[src/ifvu_defines.vh]
// Constants of the interrupt flag and vector unit
// Contract
// [RL1] Global enable passes unmasked requests when set, blocks all when clear; reset clears it.
// [RL2] Return-from-handler leaves the handler and sets global enable again.
// [RL3] Servicing clears global enable, pushes return address, loads vector 0004h.
// [RL4] Each flag sets on its event regardless of any enable bit.
// [RL5] Clearing global enable drops next-cycle requests, which stay pending for later.
// [RL6] Event to vector takes 3-4 cycles asynchronous, exactly 3 synchronous.
// [RL7] External pin is edge triggered; polarity chosen by option bit 6.
// [RL8] A valid external edge sets control bit 1; control bit 4 enables it.
// [RL9] External edge wakes sleep if enabled; global enable decides vectoring afterwards.
// [RL10] Timer rollover FFh to 00h sets control bit 2; control bit 5 enables.
// [RL11] Change on an enabled port pin sets control bit 0; bit 3 enables.
// [RL12] A pin change at the start of quarter two may leave the flag clear.
// [RL13] Conversion done sets peripheral flag bit 6; peripheral enable bit 6 gates.
// [RL14] Peripheral flags: write-complete 7, converter 6, comparator 3, second timer 0.
// [RL15] External flag sampled every quarter one; may set during quarters four to one.
// [RL16] Only the return address is saved on entry; no other registers.
// [RL17] Handler software clears serviced flags before re-enabling, else the request repeats.
// [RL18] Any enabled set flag wakes sleep whatever global enable says.
// [RL19] Peripheral request needs flag, own enable, group enable and global enable.
// [RL20] Core-group request needs flag, own enable and global enable.
`ifndef IFVU_DEFINES_VH
`define IFVU_DEFINES_VH

`define IFVU_AW 12
`define IFVU_DW 32
// Register indices; byte address is four times the index
`define IFVU_IDX_CTRL 12'h000B
`define IFVU_IDX_PFLAG 12'h000C
`define IFVU_IDX_PEN 12'h008C
`define IFVU_IDX_OPTION 12'h0081
`define IFVU_IDX_PINEN 12'h0096

// Control register bits
`define IFVU_B_GIE 7
`define IFVU_B_PGE 6
`define IFVU_B_TOE 5
`define IFVU_B_EXE 4
`define IFVU_B_PCE 3
`define IFVU_B_TOF 2
`define IFVU_B_EXF 1
`define IFVU_B_PCF 0
// Peripheral flag and enable bits
`define IFVU_B_WRC 7
`define IFVU_B_CNV 6
`define IFVU_B_CMP 3
`define IFVU_B_TM2 0
`define IFVU_PERI_MASK 8'hC9
// Option register bits
`define IFVU_B_EDGE 6
`define IFVU_OPTION_RST 8'hFF
`define IFVU_PINEN_MASK 8'h3F

`define IFVU_RST8 8'h00
`define IFVU_VECTOR 13'h0004
`define IFVU_NPINS 6
`define IFVU_RESP_OKAY 2'b00
`define IFVU_RESP_SLVERR 2'b10

// Quarter phase one-hot codes
`define IFVU_Q1 4'b0001
`define IFVU_Q2 4'b0010
`define IFVU_Q3 4'b0100
`define IFVU_Q4 4'b1000

`endif

[src/ifvu_pin_events.v]
// Edge and change detection for the external request pin and the port pins
`timescale 1ns/1ps
`default_nettype none
`include "ifvu_defines.vh"
module ifvu_pin_events (
	input wire mclk,
	input wire resetn,
	input wire ext_pin,
	input wire edge_rising_sel,
	input wire [`IFVU_NPINS-1:0] port_pins,
	input wire [`IFVU_NPINS-1:0] per_pin_change_enables,
	input wire q2_start,
	output wire ext_edge,
	output wire port_change
);
	reg ext_q;
	reg [`IFVU_NPINS-1:0] pins_q;
	wire [`IFVU_NPINS-1:0] pin_hit;

	always @(posedge mclk or negedge resetn) begin
		if (!resetn) begin
			ext_q <= 1'b0;
			pins_q <= {`IFVU_NPINS{1'b0}};
		end else begin
			ext_q <= ext_pin;
			pins_q <= port_pins;
		end
	end

	// Edge direction follows the option bit  see [RL7]
	assign ext_edge = edge_rising_sel ? (ext_pin & ~ext_q) : (~ext_pin & ext_q);

	genvar i;
	generate
		for (i = 0; i < `IFVU_NPINS; i = i + 1) begin : g_pin
			assign pin_hit[i] = per_pin_change_enables[i] & (port_pins[i] ^ pins_q[i]); // see [RL11]
		end
	endgenerate

	// A change landing on the port read slot is dropped, as the port latch would miss it  see [RL12]
	assign port_change = (|pin_hit) & ~q2_start;
endmodule
`default_nettype wire

[src/ifvu_top.v]
// Interrupt flag, mask, vector and wake logic with an AXI4-Lite register slave
`timescale 1ns/1ps
`default_nettype none
`include "ifvu_defines.vh"
module ifvu_top (
	input wire mclk,
	input wire resetn,
	input wire [`IFVU_AW-1:0] s_axi_awaddr,
	input wire [2:0] s_axi_awprot,
	input wire s_axi_awvalid,
	output wire s_axi_awready,
	input wire [`IFVU_DW-1:0] s_axi_wdata,
	input wire [3:0] s_axi_wstrb,
	input wire s_axi_wvalid,
	output wire s_axi_wready,
	output reg [1:0] s_axi_bresp,
	output reg s_axi_bvalid,
	input wire s_axi_bready,
	input wire [`IFVU_AW-1:0] s_axi_araddr,
	input wire [2:0] s_axi_arprot,
	input wire s_axi_arvalid,
	output wire s_axi_arready,
	output reg [`IFVU_DW-1:0] s_axi_rdata,
	output reg [1:0] s_axi_rresp,
	output reg s_axi_rvalid,
	input wire s_axi_rready,
	input wire ext_pin,
	input wire [`IFVU_NPINS-1:0] port_pins,
	input wire timer_rollover,
	input wire comparator_change,
	input wire converter_done,
	input wire second_timer_overflow,
	input wire write_complete,
	input wire core_sleeping,
	input wire core_gie_clear,
	input wire return_from_handler,
	output wire core_irq,
	output reg core_wake,
	output reg vector_load,
	output reg push_return,
	output reg [12:0] vector_addr,
	output wire [3:0] quarter_phase
);
	reg [7:0] ctrl_q;
	reg [7:0] pflag_q;
	reg [7:0] pen_q;
	reg [7:0] option_q;
	reg [7:0] pinen_q;
	reg [3:0] phase_q;
	reg [`IFVU_AW-1:0] awaddr_q;
	reg aw_full_q;
	reg [7:0] wdata_q;
	reg w_full_q;
	reg samp1_q;
	reg samp2_q;
	reg ext_pend_q;
	reg [7:0] ctrl_d;
	reg [7:0] pflag_d;
	reg [3:0] phase_d;
	wire ext_edge;
	wire port_change;
	wire wr_go;
	wire core_req;
	wire peri_req;
	wire any_req;
	wire service;
	wire wake_d;

	// Register index hit; the low two address bits are ignored
	function hit;
		input [`IFVU_AW-1:0] addr;
		input [`IFVU_AW-1:0] idx;
		begin
			hit = (addr[`IFVU_AW-1:2] == idx[`IFVU_AW-3:0]);
		end
	endfunction

	function mapped;
		input [`IFVU_AW-1:0] addr;
		begin
			mapped = hit(addr, `IFVU_IDX_CTRL) | hit(addr, `IFVU_IDX_PFLAG) |
				hit(addr, `IFVU_IDX_PEN) | hit(addr, `IFVU_IDX_OPTION) |
				hit(addr, `IFVU_IDX_PINEN);
		end
	endfunction

	ifvu_pin_events u_pins (
		.mclk(mclk),
		.resetn(resetn),
		.ext_pin(ext_pin),
		.edge_rising_sel(option_q[`IFVU_B_EDGE]),
		.port_pins(port_pins),
		.per_pin_change_enables(pinen_q[`IFVU_NPINS-1:0]),
		.q2_start(phase_q[1]),
		.ext_edge(ext_edge),
		.port_change(port_change)
	);

	// Quarter phases of the instruction cycle, one mclk each
	always @* begin
		case (phase_q)
			`IFVU_Q1: phase_d = `IFVU_Q2;
			`IFVU_Q2: phase_d = `IFVU_Q3;
			`IFVU_Q3: phase_d = `IFVU_Q4;
			`IFVU_Q4: phase_d = `IFVU_Q1;
			default: phase_d = `IFVU_Q1;
		endcase
	end
	assign quarter_phase = phase_q;

	// Write channel: address and data taken in either order, one at a time
	assign s_axi_awready = ~aw_full_q & ~s_axi_bvalid;
	assign s_axi_wready = ~w_full_q & ~s_axi_bvalid;
	assign wr_go = aw_full_q & w_full_q & ~s_axi_bvalid;
	assign s_axi_arready = ~s_axi_rvalid;

	// Request qualification  see [RL19] see [RL20]
	assign core_req = (ctrl_q[`IFVU_B_TOF] & ctrl_q[`IFVU_B_TOE]) |
		(ctrl_q[`IFVU_B_EXF] & ctrl_q[`IFVU_B_EXE]) |
		(ctrl_q[`IFVU_B_PCF] & ctrl_q[`IFVU_B_PCE]);
	assign peri_req = ctrl_q[`IFVU_B_PGE] & (|(pflag_q & pen_q & `IFVU_PERI_MASK));
	assign any_req = core_req | peri_req;
	assign core_irq = ctrl_q[`IFVU_B_GIE] & any_req; // see [RL1]
	// Wake ignores global enable  see [RL9] see [RL18]
	assign wake_d = core_sleeping & any_req;
	// Two quarter-one samples then take: 3 cycles from a synchronous event  see [RL6]
	assign service = phase_q[0] & samp2_q & core_irq & ~core_gie_clear;

	always @* begin
		ctrl_d = ctrl_q;
		pflag_d = pflag_q;
		// Decode the held address here: bresp still shows the previous write
		if (wr_go && mapped(awaddr_q)) begin
			if (hit(awaddr_q, `IFVU_IDX_CTRL))
				ctrl_d = wdata_q;
			if (hit(awaddr_q, `IFVU_IDX_PFLAG))
				pflag_d = wdata_q & `IFVU_PERI_MASK; // see [RL14]
		end
		if (return_from_handler)
			ctrl_d[`IFVU_B_GIE] = 1'b1; // see [RL2]
		if (core_gie_clear || service)
			ctrl_d[`IFVU_B_GIE] = 1'b0; // see [RL3]
		// Events are set after any clear so a same-cycle event survives  see [RL4]
		if (timer_rollover)
			ctrl_d[`IFVU_B_TOF] = 1'b1; // see [RL10]
		if (ext_pend_q && (phase_q[3] || phase_q[0]))
			ctrl_d[`IFVU_B_EXF] = 1'b1; // see [RL8] see [RL15]
		if (ext_edge && (phase_q[3] || phase_q[0]))
			ctrl_d[`IFVU_B_EXF] = 1'b1;
		if (port_change)
			ctrl_d[`IFVU_B_PCF] = 1'b1; // see [RL11]
		if (write_complete)
			pflag_d[`IFVU_B_WRC] = 1'b1; // see [RL14]
		if (converter_done)
			pflag_d[`IFVU_B_CNV] = 1'b1; // see [RL13]
		if (comparator_change)
			pflag_d[`IFVU_B_CMP] = 1'b1;
		if (second_timer_overflow)
			pflag_d[`IFVU_B_TM2] = 1'b1;
	end

	always @(posedge mclk or negedge resetn) begin
		if (!resetn) begin
			ctrl_q <= `IFVU_RST8; // see [RL1]
			pflag_q <= `IFVU_RST8;
			pen_q <= `IFVU_RST8;
			option_q <= `IFVU_OPTION_RST;
			pinen_q <= `IFVU_RST8;
			phase_q <= `IFVU_Q1;
			awaddr_q <= {`IFVU_AW{1'b0}};
			aw_full_q <= 1'b0;
			wdata_q <= `IFVU_RST8;
			w_full_q <= 1'b0;
			s_axi_bvalid <= 1'b0;
			s_axi_bresp <= `IFVU_RESP_OKAY;
			s_axi_rvalid <= 1'b0;
			s_axi_rresp <= `IFVU_RESP_OKAY;
			s_axi_rdata <= {`IFVU_DW{1'b0}};
			samp1_q <= 1'b0;
			samp2_q <= 1'b0;
			ext_pend_q <= 1'b0;
			core_wake <= 1'b0;
			vector_load <= 1'b0;
			push_return <= 1'b0;
			vector_addr <= {13{1'b0}};
		end else begin
			phase_q <= phase_d;
			ctrl_q <= ctrl_d;
			pflag_q <= pflag_d;
			core_wake <= wake_d;
			// Edges seen in quarters two and three wait for the set window  see [RL15]
			if (phase_q[3] || phase_q[0])
				ext_pend_q <= 1'b0;
			else if (ext_edge)
				ext_pend_q <= 1'b1;
			// Flush on global-enable clear; flags stay set and retrigger later  see [RL5]
			if (core_gie_clear || service) begin
				samp1_q <= 1'b0;
				samp2_q <= 1'b0;
			end else if (phase_q[0]) begin
				samp1_q <= core_irq; // see [RL15]
				samp2_q <= samp1_q & core_irq;
			end
			// Hardware saves only the return address, by asking the core to push it  see [RL16]
			vector_load <= service;
			push_return <= service; // see [RL3]
			if (service)
				vector_addr <= `IFVU_VECTOR;
			if (s_axi_awvalid && s_axi_awready) begin
				awaddr_q <= s_axi_awaddr;
				aw_full_q <= 1'b1;
			end
			if (s_axi_wvalid && s_axi_wready) begin
				// Registers are one byte wide; only lane 0 carries data
				wdata_q <= s_axi_wstrb[0] ? s_axi_wdata[7:0] : `IFVU_RST8;
				w_full_q <= 1'b1;
			end
			if (aw_full_q && w_full_q && !s_axi_bvalid) begin
				s_axi_bresp <= mapped(awaddr_q) ? `IFVU_RESP_OKAY : `IFVU_RESP_SLVERR;
				s_axi_bvalid <= 1'b1;
			end
			if (s_axi_bvalid && s_axi_bready) begin
				s_axi_bvalid <= 1'b0;
				aw_full_q <= 1'b0;
				w_full_q <= 1'b0;
				if (s_axi_bresp == `IFVU_RESP_OKAY) begin
					if (hit(awaddr_q, `IFVU_IDX_PEN))
						pen_q <= wdata_q & `IFVU_PERI_MASK;
					if (hit(awaddr_q, `IFVU_IDX_OPTION))
						option_q <= wdata_q;
					if (hit(awaddr_q, `IFVU_IDX_PINEN))
						pinen_q <= wdata_q & `IFVU_PINEN_MASK;
				end
			end
			if (s_axi_arvalid && s_axi_arready) begin
				s_axi_rvalid <= 1'b1;
				s_axi_rresp <= mapped(s_axi_araddr) ? `IFVU_RESP_OKAY : `IFVU_RESP_SLVERR;
				s_axi_rdata <= {`IFVU_DW{1'b0}};
				if (hit(s_axi_araddr, `IFVU_IDX_CTRL))
					s_axi_rdata[7:0] <= ctrl_q;
				if (hit(s_axi_araddr, `IFVU_IDX_PFLAG))
					s_axi_rdata[7:0] <= pflag_q;
				if (hit(s_axi_araddr, `IFVU_IDX_PEN))
					s_axi_rdata[7:0] <= pen_q;
				if (hit(s_axi_araddr, `IFVU_IDX_OPTION))
					s_axi_rdata[7:0] <= option_q;
				if (hit(s_axi_araddr, `IFVU_IDX_PINEN))
					s_axi_rdata[7:0] <= pinen_q;
			end else if (s_axi_rvalid && s_axi_rready) begin
				s_axi_rvalid <= 1'b0;
			end
		end
	end
endmodule
`default_nettype wire
[config.mk]
export PLATFORM = sky130hd
export DESIGN_NAME = ifvu_top
export DESIGN_NICKNAME = d
export VERILOG_FILES = /design/src/ifvu_pin_events.v /design/src/ifvu_top.v
export VERILOG_INCLUDE_DIRS = /design/src
export SDC_FILE = /design/constraint.sdc
export NUM_CORES = 1
export LEC_CHECK = 0
export BUFFER_PORTS_ARGS = -buffer_cell sky130_fd_sc_hd__buf_2
export CAP_MARGIN = 0
export CORE_MARGIN = 1.5
export CORE_UTILIZATION = 30
export DETAILED_ROUTE_END_ITERATION = 7
export SYNTH_ARGS = -nofsm -noshare
export SYNTH_HDL_FRONTEND = slang
export SYNTH_HIERARCHICAL = 1
export SYNTH_SLANG_ARGS = --single-unit
[constraint.sdc]
create_clock -name mclk -period 6.87 [get_ports mclk]
set_clock_uncertainty 0.2 [all_clocks]
set_input_delay 0.687 -clock mclk [delete_from_list [all_inputs] [get_ports mclk]]
set_output_delay 0.687 -clock mclk [all_outputs]
set_load 0.02 [all_outputs]
# ---- Word level (Yosys, flattened, before mapping)
# Cells that the tools add are included.
dict set report classes {
  n_bitwise 49
  n_eq_ne 13
  muxes 38
  reduce_logical 50
}
# operator count
set op_table {}
lappend op_table {{8-bit two-way mux} 10}
lappend op_table {{10-bit by 8-bit == test with 1-bit output, second input constant} 6}
lappend op_table {{10-bit by 4-bit == test with 1-bit output, second input constant} 4}
lappend op_table {{2-bit nonzero test} 18}
lappend op_table {{1-bit two-way mux} 25}
lappend op_table {{1-bit bitwise AND} 23}
lappend op_table {{2-bit AND reduction} 9}
lappend op_table {{4-bit case mux with 3 select lines} 1}
lappend op_table {{3-bit nonzero test} 4}
lappend op_table {{1-bit bitwise OR} 11}
lappend op_table {{1-bit logical AND} 10}
lappend op_table {{3-bit AND reduction} 3}
lappend op_table {{8-bit bitwise AND} 1}
lappend op_table {{1-bit NOT} 8}
lappend op_table {{6-bit OR reduction} 1}
lappend op_table {{1-bit XOR} 6}
lappend op_table {{4-bit by 1-bit == test with 1-bit output, second input constant} 1}
lappend op_table {{4-bit by 2-bit == test with 1-bit output, second input constant} 1}
lappend op_table {{4-bit by 3-bit == test with 1-bit output, second input constant} 1}
lappend op_table {{2-bit two-way mux} 2}
lappend op_table {{4-bit OR reduction} 1}
lappend op_table {{2-bit zero test} 1}
lappend op_table {{1-bit logical OR} 2}
lappend op_table {{1-bit zero test} 1}
dict set report totals {
  inputBits 88
  word_cells 180
  out_inout_bits 62
  register_bits 83
}

# ---- Depth between registers and ports, before layout
# Gate-level depths: netlist (run 1).
dict set report logic_depth {
  ltp_word 10
  mapped_depth 6
  depth_no_buf 5
}

# ---- Cells and area by module
# Netlist (run 1), hierarchy kept.
# mod area_each_um2 instances cells_each
set modules_own_cells {}
lappend modules_own_cells {ifvu_top 3626.0 1 330}
lappend modules_own_cells {ifvu_pin_events 272.8 1 21}

# ---- Least setup slack after synthesis (run 1)
# No wires, ideal clock.
dict set report synth_timing {
  kind {in2reg}
  startpoint {in s_axi_araddr[11]}
  endpoint {reg s_axi_rdata[6]}
  stages 5
  setup_ns 0.083
  n_path_buf 1
  arrival_time_ns 2.161
  setup_slack_ns 4.427
  required_time_ns 6.587
  cell_sequence {or4_1 > clkbuf_1 > or2_2 > o32a_1 > o21ai_0}
}
dict set report synth_via {
  elab_chain_cells 6
  elab_cells_between_ends 10
}
# element line_no
set synth_rtl {}
lappend synth_rtl {{start: declaration} ifvu_top.v:19} ;# input wire [`IFVU_AW-1:0] s_axi_araddr,
lappend synth_rtl {{10-bit by 4-bit == test with 1-bit output} ifvu_top.v:74} ;# hit = (addr[`IFVU_AW-1:2] == idx[`IFVU_AW-3:0]);
lappend synth_rtl {{8-bit two-way mux} ifvu_top.v:239} ;# if (hit(s_axi_araddr, `IFVU_IDX_CTRL))
lappend synth_rtl {{8-bit two-way mux} ifvu_top.v:241} ;# if (hit(s_axi_araddr, `IFVU_IDX_PFLAG))
lappend synth_rtl {{8-bit two-way mux} ifvu_top.v:243} ;# if (hit(s_axi_araddr, `IFVU_IDX_PEN))
lappend synth_rtl {{8-bit two-way mux} ifvu_top.v:245} ;# if (hit(s_axi_araddr, `IFVU_IDX_OPTION))
lappend synth_rtl {{8-bit two-way mux *} ifvu_top.v:247} ;# if (hit(s_axi_araddr, `IFVU_IDX_PINEN))
lappend synth_rtl {{end signal: assignment} ifvu_top.v:242} ;# s_axi_rdata[7:0] <= pflag_q;
lappend synth_rtl {{end signal: assignment} ifvu_top.v:244} ;# s_axi_rdata[7:0] <= pen_q;
lappend synth_rtl {{end signal: assignment} ifvu_top.v:246} ;# s_axi_rdata[7:0] <= option_q;
lappend synth_rtl {{end: declaration} ifvu_top.v:23} ;# output reg [`IFVU_DW-1:0] s_axi_rdata,
# Mark *: on every way between the ends. The rest lies on a longest branch, timed or not.
# A chain may end at the register's enable or synchronous reset.

# ---- Final worst setup path (run 1)
dict set report layout_timing {
  startpoint {reg awaddr_q[7]}
  endpoint {reg ctrl_q[3]}
}
dict set report layout_via {
  elab_chain_cells 7
  elab_cells_between_ends 11
}
# element line_no
set layout_rtl {}
lappend layout_rtl {{start: declaration} ifvu_top.v:50} ;# reg [`IFVU_AW-1:0] awaddr_q;
lappend layout_rtl {{start signal: assignment} ifvu_top.v:170} ;# awaddr_q <= {`IFVU_AW{1'b0}};
lappend layout_rtl {{start signal: assignment} ifvu_top.v:210} ;# awaddr_q <= s_axi_awaddr;
lappend layout_rtl {{10-bit by 4-bit == test with 1-bit output} ifvu_top.v:74}
lappend layout_rtl {{1-bit bitwise OR (4 in a row)} ifvu_top.v:81} ;# mapped = hit(addr, `IFVU_IDX_CTRL) | hit(addr, `IFVU_IDX_PFLAG) |
lappend layout_rtl {{1-bit logical AND} ifvu_top.v:133} ;# if (wr_go && mapped(awaddr_q)) begin
lappend layout_rtl {{2-bit AND reduction (no line) *} -}
lappend layout_rtl {{end signal: assignment} ifvu_top.v:164} ;# ctrl_q <= `IFVU_RST8;
lappend layout_rtl {{end signal: assignment} ifvu_top.v:188} ;# ctrl_q <= ctrl_d;
lappend layout_rtl {{end: declaration} ifvu_top.v:44} ;# reg [7:0] ctrl_q;
# Marked as above.

==> results.md, run 1 <==
* Power Density at around 290 nW/µm²
* Clk slew on worst S/H paths at approximately 0.06 ns
* Routing usage on met2 at 0.208
* Final setup viols at 0
* Worst slew pin tran at between 0.9 and 1 ns
* Share of cells above drive strength 1 at 0.336
* Routed vias at 2781
* RSZ-0062 raised after global routing: false
* Detail-routed via count per cell at around 4.6
* Tot GR Track Use at 0.130
* Ys async rst share at 1.00
* Post-synth cell types at slightly below 50
* Max Cap Viol at 0
* Nets at 512
* Root Driver: clkbuf_16
* Drt total wl at around 8500 µm
* Core area at approximately 13000 µm²
* Tot Pwr at 0.00131 W
* GR Util met3 at 0.0494
* Filler Cells Inserted at between 1000 and 1500
* Top post-synthesis cells by count: dfrtp_1, buf_4, nand2_1, mux2_2, o21ai_0
* Initial core utilization at 0.308
* Vias in the first global route at 2609
* Max Clk Rate at about 0.38 GHz
* Synth top area share at 0.449
* CTS sink count at around 80
* Type of the tightest min-delay check: register to register
* Crit Path Class: register to register
* Routed wire per std cell at between 10 and 15 µm
* Syn. warnings at 6
* 1st-pass router iterations at 4
* Port Buf Inserts at between 70 and 80
* Post-cts hold buffer count at 0
* Post-synth top area cell: dfrtp_1
* Worst EP required at 6.89 ns
* Drt first-iter violations at ~120
* Rows at 41
* Area Overhead vs Synth at 16.8%
* Critical path startpoint category: register
* First-pass GRT wire length at approximately 13000 µm
* Hpwl dp at between 6000 and 7000 µm
* Met1 usage at 0.169
* Clk Latency, worst-skew pair at 0.34 ns
* Number of flops mapped to enable cells by yosys at 0
* Mean Syn Cell Area at roughly 11 µm²
* GRT Residual Overflow at 0
* # IOs at 150
* Synthesized instance count at ~350
* Die W at between 100 and 150 µm
* CTS tree: built
* Slew Limit Fails at 0
* Antenna Violating Nets Remaining at 0
* Min Tclk post-route at roughly 2.6 ns
* Netlist Area Pre-Place at a little under 4000 µm²
* Dominant cells by area after synthesis: dfrtp_1, mux2_2, buf_4
* CTS Buf Count at 9
* Seq/Total Area, Yosys at 0.510
* Slew HR at 0.352
* Synth Flop Type: dfrtp_1
* Clk buf depth at 2
* Endpoints failing hold at 0
* Crit path DAT at 2.65 ns
* Antenna violations before repair at 0
* Count leader, synth: dfrtp_1
* Drt drc at 0
* Post-CTS sizing at 0
* CP Capture Type: register
* Die ar. at 13700 µm²
* GP Congestion at roughly 0.88
* Largest net degree at the start of global routing at 80
* # diodes at 0
* P_leak at 2.06 nW
* Flops & latches, synth at 79
* VDD IR max at around 0.17 mV
* Status: finished, final reports clean
* Die H at approximately 120 µm
* GR peak layer: met2
* Setup Fix Bufs, Post-CTS at 0
* H-tree depth at 3
* Worst-path fanout max at 9
* Setup TNS at 0 ns
* Final worst-path cycle share at 0.383
==> final timing paths <==
path                                                 start                          to  slack [ns]  cells past startpoint
worst max-delay path               awaddr_q[7]$_DFFE_PN0P_       ctrl_q[3]$_DFFE_PN0P_        4.24                      3
min in group asynchronous                           resetn     awaddr_q[8]$_DFFE_PN0P_        0.30                      1
max in group asynchronous                           resetn       ctrl_q[1]$_DFFE_PN0P_        5.54                      1
worst max register to register     awaddr_q[7]$_DFFE_PN0P_       ctrl_q[3]$_DFFE_PN0P_        4.24                      3
worst min-delay path            vector_addr[2]$_DFFE_PN0P_  vector_addr[2]$_DFFE_PN0P_        0.26                      1
worst min register to register  vector_addr[2]$_DFFE_PN0P_  vector_addr[2]$_DFFE_PN0P_        0.26                      1
==> through the flow <==
| stage | setup slack (ns) | util | hold WS (ns) | instance area (µm²) | instances |
|---|---|---|---|---|---|
| 5_1_grt | 4.12 | 0.360 | 0.258 | 4560 | 601 |
| 6_report | 4.24 | 0.360 | 0.260 | 4560 | 601 |
| 3_3_place_gp | 4.23 | 0.338 | 0.253 | 4290 | 585 |
| 3_5_place_dp | 4.20 | 0.338 | 0.248 | 4290 | 585 |
| 2_1_floorplan | 4.43 | - | 0.191 | 4040 | 388 |
| 4_1_cts | 4.20 | 0.360 | 0.262 | 4560 | 601 |
==> power by group <==
| group | switching (W) | internal [W] | leakage, nW | total, W |
|---|---|---|---|---|
| Sequential | 0.0000893 | 0.000536 | 0.967 | 0.000625 |
| Combinational | 0.000152 | 0.000101 | 0.961 | 0.000253 |
| Clock | 0.000183 | 0.000244 | 0.129 | 0.000428 |
==> state kept, by name, indices dropped and copies added, names as in the netlist, 6 cells and up <==
name           count
wdata_q            8
u_pins/pins_q      6
s_axi_rdata        8
option_q           8
pinen_q            6
ctrl_q             8
awaddr_q          10
==> layer usage <==
| layer | share of wire | vias up |
|---|---|---|
| met2 | 0.46 | 106 |
| met3 | 0.070 | 6 |
| met5 | 0 | - |
| li1 | - | 1323 |
| met4 | 0.0052 | 0 |
| met1 | 0.46 | 1346 |
==> final cells by class <==
type | count | area [µm²] | share of cell area
clock buffer | 11 | 233 | 0.0511
clock inverter | 5 | 35.0 | 0.00769
inverter | 6 | 22.5 | 0.00494
multi-input combinational | 254 | 1690 | 0.371
sequential | 79 | 1990 | 0.436
tap | 172 | 215 | 0.0472
timing repair buffer | 74 | 373 | 0.0818
==> critical path, cell delays in order (launching register included) <==
cell	delay, ns
dfrtp_1	0.37
or4_1	0.74
nor4_4	0.80
mux2_2	0.41
==> cell families (layout without fill, tap and decap cells) <==
family,after synthesis,in the layout,share of synthesized area
DFF,79,79,0.510
xor gates and xnor gates,6,6,0.0135
AOI/OAI and AO/OA,63,63,0.109
and+or+nand+nor,108,108,0.164
buffers and inverters,55,96,0.0924
other,1,38,0.000962
muxes,39,39,0.110
==> cell usage in the layout, fill, tap and decap left out, types with 4 or more instances in the layout <==
master,n
a2bb2oi_1,4
nand2_1,36
mux2_2,32
dfstp_2,9
nand3_1,5
buf_2,73
a22oi_1,8
mux2i_1,7
and2_1,4
dfrtp_1,70
xor2_1,6
inv_1,6
conb_1,38
or3b_2,4
nor2_1,14
o21ai_0,24
clkbuf_16,9
o22ai_1,4
a21oi_1,4
nand3b_1,8
nand2b_1,5
Power figures use the tool's default switching activity.
==> run 2, diff against run 1 <==
Clock period 6.87 ns to 2.27 ns, I/O delays scaled along.
==> run 2 against run 1 <==
  * Sequential share of layout area is 5.1 points lower
  * Largest power group unchanged
  * Non-clock buffer count is 57 higher
  * Global-route usage is 1.2 points higher
  * Sequential power grew to 3.0 times the previous value
  * Critical path type unchanged
  * Cell count is 9.5% higher
  * Clock power grew to 3.4 times the previous value
  * Register-to-register slack worse by 4.2 ns
  * Die area stayed put
  * Flip-flop and latch count stayed put
  * Hold slack worse by 0.24 ns
  * Clock-buffer cell count is 1 lower
  * Design area is 13% higher
==> results.md, run 2 (synthesis gave the netlist of run 1 again) <==
* Vias in the first global route at 2954 (+13%)
* Die H at 117 µm (unchanged)
* Antenna Violating Nets Remaining at 0 (unchanged)
* VDD IR max at 0.677 mV (+300%)
* RSZ-0062 raised after global routing: true
* Core Util, Final at 0.407 (+0.0479)
* Power Density at 826 nW/µm² (+190%)
* Share of cells above drive strength 1 at 0.331 (-0.00439)
* Routed vias at 3051 (+9.7%)
* Crit Path Class: register to register
* # diodes at 0 (unchanged)
* Final setup viols at 0 (unchanged)
* Antenna violations before repair at 0 (unchanged)
* Design area at 5160 µm² (+13%)
* Commonest non-fill, non-tap cell in the layout: buf_2
* Worst R2R Path Depth at 5 (+2)
* Crit path DAT at 2.25 ns (-0.40 ns)
* 1st-pass router iterations at 5 (+1)
* Routed wire per std cell at 13.8 µm (-2.0%)
* Nets at 569 (+11%)
* Drt total wl at 9110 µm (+7.3%)
* First-pass GRT wire length at 14600 µm (+9.3%)
* Worst hold start: s_axi_wstrb[0]
* Worst EP required at 2.29 ns (-4.60 ns)
* Tot GR Track Use at 0.142 (+0.0115)
* Slew Limit Fails at 0 (unchanged)
* RR Endpoint: pflag_q[3]$_DFFE_PN0P_
* Max Clk Rate at 0.448 GHz (+18%)
* Drt first-iter violations at 101 (-14%)
* Clk slew on worst S/H paths at 0.06 ns (about the same)
* Root Driver: clkbuf_16
* Largest reg by FF count: awaddr_q
* Setup Fix Bufs, Post-CTS at 0 (unchanged)
* Type of the tightest min-delay check: input pin to register
* GP Congestion at 0.885 (+0.67%)
* Core area at 12700 µm² (unchanged)
* Initial core utilization at 0.308 (unchanged)
* Hold WS at 0.0199 ns (-0.241 ns)
* Critical path startpoint category: register
* Largest net degree at the start of global routing at 43 (-46%)
* Drt drc at 0 (unchanged)
* Worst-path fanout max at 7 (-2)
* # IOs at 150 (unchanged)
* Max reg flops at 10 (unchanged)
* Endpoints failing hold at 0 (unchanged)
* CP Capture Type: register
* Rows at 41 (unchanged)
* Area Overhead vs Synth at 32.4%
* P_leak at 2.33 nW (+13%)
* Min-Delay Path Depth at 3 (+2)
* Max Cap Viol at 0 (unchanged)
* Final worst-path cycle share at 0.983 (+0.600)
* CTS Buf Count at 9 (unchanged)
* R2R Path Start: awaddr_q[7]$_DFFE_PN0P_
* Worst slew pin tran at 0.540 ns (-0.432 ns)
* H-tree depth at 3 (unchanged)
* Clk Latency, worst-skew pair at 0.34 ns (about the same)
* GRT Residual Overflow at 0 (unchanged)
* Filler Cells Inserted at 1243 (-4.3%)
* CTS tree: built
* Min Tclk post-route at 2.23 ns (-0.399 ns)
* Slew HR at 0.635 (+0.283)
* Hpwl dp at 6710 µm (+4.0%)
* DP Area at 4420 µm² (+3.0%)
* Clk buf depth at 2 (unchanged)
* R2R Setup Slk at 0.04 ns (-4.20 ns)
* CTS sink count at 79 (unchanged)
* Hold Path End: wdata_q[6]$_DFFE_PN0P_
* Die ar. at 13700 µm² (unchanged)
* Status: finished, final reports clean
* Most frequent cells in the layout: buf_2, dfrtp_1, dlygate4sd3_1
* Die W at 117 µm (unchanged)
* Detail-routed via count per cell at 4.64 (+0.21%)
* Port Buf Inserts at 74 (unchanged)
## run 2: final cells by class
type / count / area [µm²] / share of cell area
Timing Repair Buffer: 131 / 937 / 0.182
Clock inverter: 6 / 67.6 / 0.0131
Inverter: 6 / 22.5 / 0.00436
Sequential cell: 79 / 1990 / 0.385
Tap cell: 172 / 215 / 0.0417
Multi-Input combinational cell: 254 / 1690 / 0.328
Clock buffer: 10 / 239 / 0.0463
## run 2: through the flow
| step | TNS [ns] | total power [W] | cells | setup WS, ns |
|---|---|---|---|---|
| floorplan | 0 | 0.00245 | 388 | 0.00210 |
| global placement | 0 | 0.00272 | 599 | 0.0195 |
| detailed placement | -0.0233 | 0.00276 | 599 | -0.0132 |
| CTS | 0 | 0.00431 | 658 | 0.0127 |
| global route | -0.0504 | 0.00452 | 658 | -0.0211 |
| finish | 0 | 0.00426 | 658 | 0.0390 |
## run 2: worst max-delay path by stage
stage	start	to	slack (ns)
after floorplan	awaddr_q[7]$_DFFE_PN0P_	ctrl_q[3]$_DFFE_PN0P_	0.002
after global placement	awaddr_q[7]$_DFFE_PN0P_	ctrl_q[4]$_DFFE_PN0P_	0.02
after detailed placement	awaddr_q[7]$_DFFE_PN0P_	pflag_q[3]$_DFFE_PN0P_	-0.01
after CTS	awaddr_q[7]$_DFFE_PN0P_	ctrl_q[3]$_DFFE_PN0P_	0.01
after global routing	awaddr_q[7]$_DFFE_PN0P_	pflag_q[7]$_DFFE_PN0P_	-0.02
final	awaddr_q[7]$_DFFE_PN0P_	pflag_q[3]$_DFFE_PN0P_	0.04
## run 2: critical path, stage by stage (launching register included)
cell and delay (ns):
dfrtp_1 0.37, or4_1 0.52, buf_4 0.20, or4_4 0.56, o21ai_0 0.17, nand3b_1 0.10
## run 2: power by group
part           internal, W  switching [W]  total [W]
combinational     0.000407       0.000526   0.000933
sequential         0.00162       0.000234    0.00186
clock             0.000886       0.000586    0.00147
## run 2: per-layer routing
layer	vias up	GRT usage	share of wire
met5	-	0	0
met4	0	0.0578	0.016
met3	13	0.0319	0.047
met2	113	0.233	0.48
met1	1483	0.181	0.46
li1	1442	-	-
## run 2: timing repair
item | in CTS | in global routing
pin swaps | 0 | 2
setup endpoints to repair | 2 | 17
hold buffers | 43 | 0
resized for setup | 1 | 1
endpoints found under the hold margin | 70 | 0
==> run 3, diff against run 2 <==
Settings changed: RECOVER_POWER from default to 100.
==> run 3 against run 2 <==
  * Power shrank 0.81%
  * Sequential share of layout area grew 0.59 points
  * Core utilization shrank 0.61 points
  * Clock-buffer cell count is the same
  * Critical path depth is the same
  * Critical endpoint unchanged
  * Largest cell class unchanged
==> results.md, run 3 (synthesis gave the netlist of run 1 again) <==
* Crit path DAT at 2.25 ns (about the same)
* Clk Latency, worst-skew pair at 0.34 ns (about the same)
* CP Cell Sequence: or4_1, buf_4, or4_4, o21ai_0, nand3b_1
* Power Density at 831 nW/µm² (+0.71%)
* CP max-delay cell: or4_4
* CTS Buf Count at 9 (unchanged)
* Switch Pwr at 0.00134 W (-0.38%)
* Initial core utilization at 0.308 (unchanged)
* GRT Residual Overflow at 0 (unchanged)
* CP bufs+invs at 1 (unchanged)
* First-pass GRT wire length at 14600 µm (unchanged)
* H-tree depth at 3 (unchanged)
* GP Congestion at 0.885 (unchanged)
* CP Capture Type: register
* Routed wire per std cell at 13.8 µm (about the same)
* VDD IR max at 0.671 mV (-0.82%)
* Pint at 0.00289 W (-1.0%)
* Tot GR Track Use at 0.142 (unchanged)
* Status: finished, final reports clean
* Worst EP required at 2.29 ns (about the same)
* Gate power share at 0.213 (-0.006)
* Min Tclk post-route at 2.23 ns (+0.0000751 ns)
* CTS sink count at 79 (unchanged)
* Slew HR at 0.376 (-0.259)
* Crit Path Class: register to register
* # IOs at 150 (unchanged)
* Vias in the first global route at 2954 (unchanged)
* Slew Limit Fails at 0 (unchanged)
* Switching part of the total power at 0.317 (+0.00135)
* Flop pwr share at 0.439 (+0.003)
* RSZ-0062 raised after global routing: true
* Drt first-iter violations at 94 (-6.9%)
* CP endpoint: pflag_q[3]$_DFFE_PN0P_
* Drt total wl at 9110 µm (about the same)
* Antenna Violating Nets Remaining at 0 (unchanged)
* Routed vias at 3021 (-0.98%)
* Hpwl dp at 6710 µm (unchanged)
* Setup Fix Bufs, Post-CTS at 0 (unchanged)
* Final worst-path cycle share at 0.983 (about the same)
* Worst stage delay on the critical path at 0.56 ns (about the same)
* Worst slew pin tran at 0.937 ns (+0.396 ns)
* Max reg flops at 10 (unchanged)
* Max Cap Viol at 0 (unchanged)
* Clock group share of total power at 0.348 (+0.003)
* R2R Setup Slk at 0.04 ns (about the same)
* Clk slew on worst S/H paths at 0.06 ns (about the same)
* 1st-pass router iterations at 4 (-1)
* Antenna violations before repair at 0 (unchanged)
* Detail-routed via count per cell at 4.59 (-0.98%)
* WP depth at 5 (unchanged)
* Drt drc at 0 (unchanged)
* P_leak at 2.20 nW (-5.3%)
* Rows at 41 (unchanged)
* Placed Cells incl. Taps at 599 (unchanged)
* Endpoints failing hold at 0 (unchanged)
* Tot Pwr at 0.00423 W (-0.81%)
* Root Driver: clkbuf_16
* Nets at 569 (unchanged)
* Core area at 12700 µm² (unchanged)
* Max Clk Rate at 0.448 GHz (about the same)
* # diodes at 0 (unchanged)
* Die ar. at 13700 µm² (unchanged)
* CTS tree: built
* Worst R2R Path Depth at 5 (unchanged)
* Commonest non-fill, non-tap cell in the layout: dfrtp_1
* Clk buf depth at 2 (unchanged)
* R2R Path Start: awaddr_q[7]$_DFFE_PN0P_
* Most frequent cells in the layout: dfrtp_1, dlygate4sd3_1, buf_2
* Worst-path fanout max at 7 (unchanged)
* Die H at 117 µm (unchanged)
* Type of the tightest min-delay check: input pin to register
* Port Buf Inserts at 74 (unchanged)
* Critical path launch point: awaddr_q[7]$_DFFE_PN0P_
* CP top delay family: simple AND/OR/NAND/NOR gates
* Fin cells at 658 (unchanged)
* Die W at 117 µm (unchanged)
* RR Endpoint: pflag_q[3]$_DFFE_PN0P_
* Final setup viols at 0 (unchanged)
* Share of cells above drive strength 1 at 0.259 (-0.0720)
* Largest net degree at the start of global routing at 43 (unchanged)
* Largest reg by FF count: awaddr_q
* Critical path startpoint category: register
* Area Overhead vs Synth at 30.4%
-- run 3: cell count changes in the layout (fill, tap and decap cells not counted), moves of 4 or more --
cell	delta
clkbuf_2	+4
buf_4	-5
clkbuf_1	+32
buf_2	-30
-- run 3: cell type report --
type,instances,area [µm²]
fillers,1270,7590
flip-flops and latches,79,1990
multi-input cells,254,1690
repair buffers,131,866
clock buffers,10,239
well taps,172,215
clock inverters,6,67.6
inverters,6,22.5
-- run 3: metrics by stage --
stage / worst slack (ns) / util / TNS [ns] / area (µm²) / hold slack, ns
2_1_floorplan: 0.00210 / - / 0 / 4040 / -0.269
3_3_place_gp: 0.0195 / 0.349 / 0 / 4420 / 0.0210
3_5_place_dp: -0.0132 / 0.349 / -0.0233 / 4420 / 0.0307
4_1_cts: 0.0127 / 0.407 / 0 / 5160 / 0.00916
5_1_grt: -0.0211 / 0.401 / -0.0576 / 5080 / 0.0523
6_report: 0.0390 / 0.401 / 0 / 5080 / 0.0244
-- run 3: power by group through the flow --
stage / Sequential [W] / Combinational [W] / Clock, W
global route: 0.00190 / 0.00101 / 0.00158
detailed placement: 0.00189 / 0.000873 / 0
global placement: 0.00187 / 0.000850 / 0
floorplan: 0.00183 / 0.000627 / 0
CTS: 0.00186 / 0.000934 / 0.00151
finish: 0.00186 / 0.000902 / 0.00147
-- run 3: worst min path at each step --
stage / startpoint / slack (ns) / depth (start not counted) / to
2_1_floorplan: resetn / -0.27 / 0 / aw_full_q$_DFFE_PN0P_
3_3_place_gp: resetn / 0.02 / 1 / awaddr_q[8]$_DFFE_PN0P_
3_5_place_dp: resetn / 0.03 / 1 / awaddr_q[8]$_DFFE_PN0P_
4_1_cts: s_axi_wstrb[0] / 0.009 / 3 / wdata_q[6]$_DFFE_PN0P_
5_1_grt: s_axi_wstrb[0] / 0.05 / 3 / wdata_q[6]$_DFFE_PN0P_
6_report: s_axi_wstrb[0] / 0.02 / 3 / wdata_q[6]$_DFFE_PN0P_
-- run 3: worst min-delay path: stages --
cell	delay, ns
buf_2	0.15
nand2_1	0.07
o21ai_0	0.07
-- run 3: routing by layer --
metal,vias up,track usage,part of all wire
li1,1438,-,-
met1,1469,0.181,0.46
met2,104,0.233,0.48
met3,10,0.0319,0.044
met4,0,0.0578,0.013
met5,-,0,0
-- run 3: repair_timing --
action,CTS,global route
hold buffers,43,0
endpoints found under the setup margin,2,17
gates resized for setup,1,1
hold endpoints to repair,70,0
pin swaps,0,2
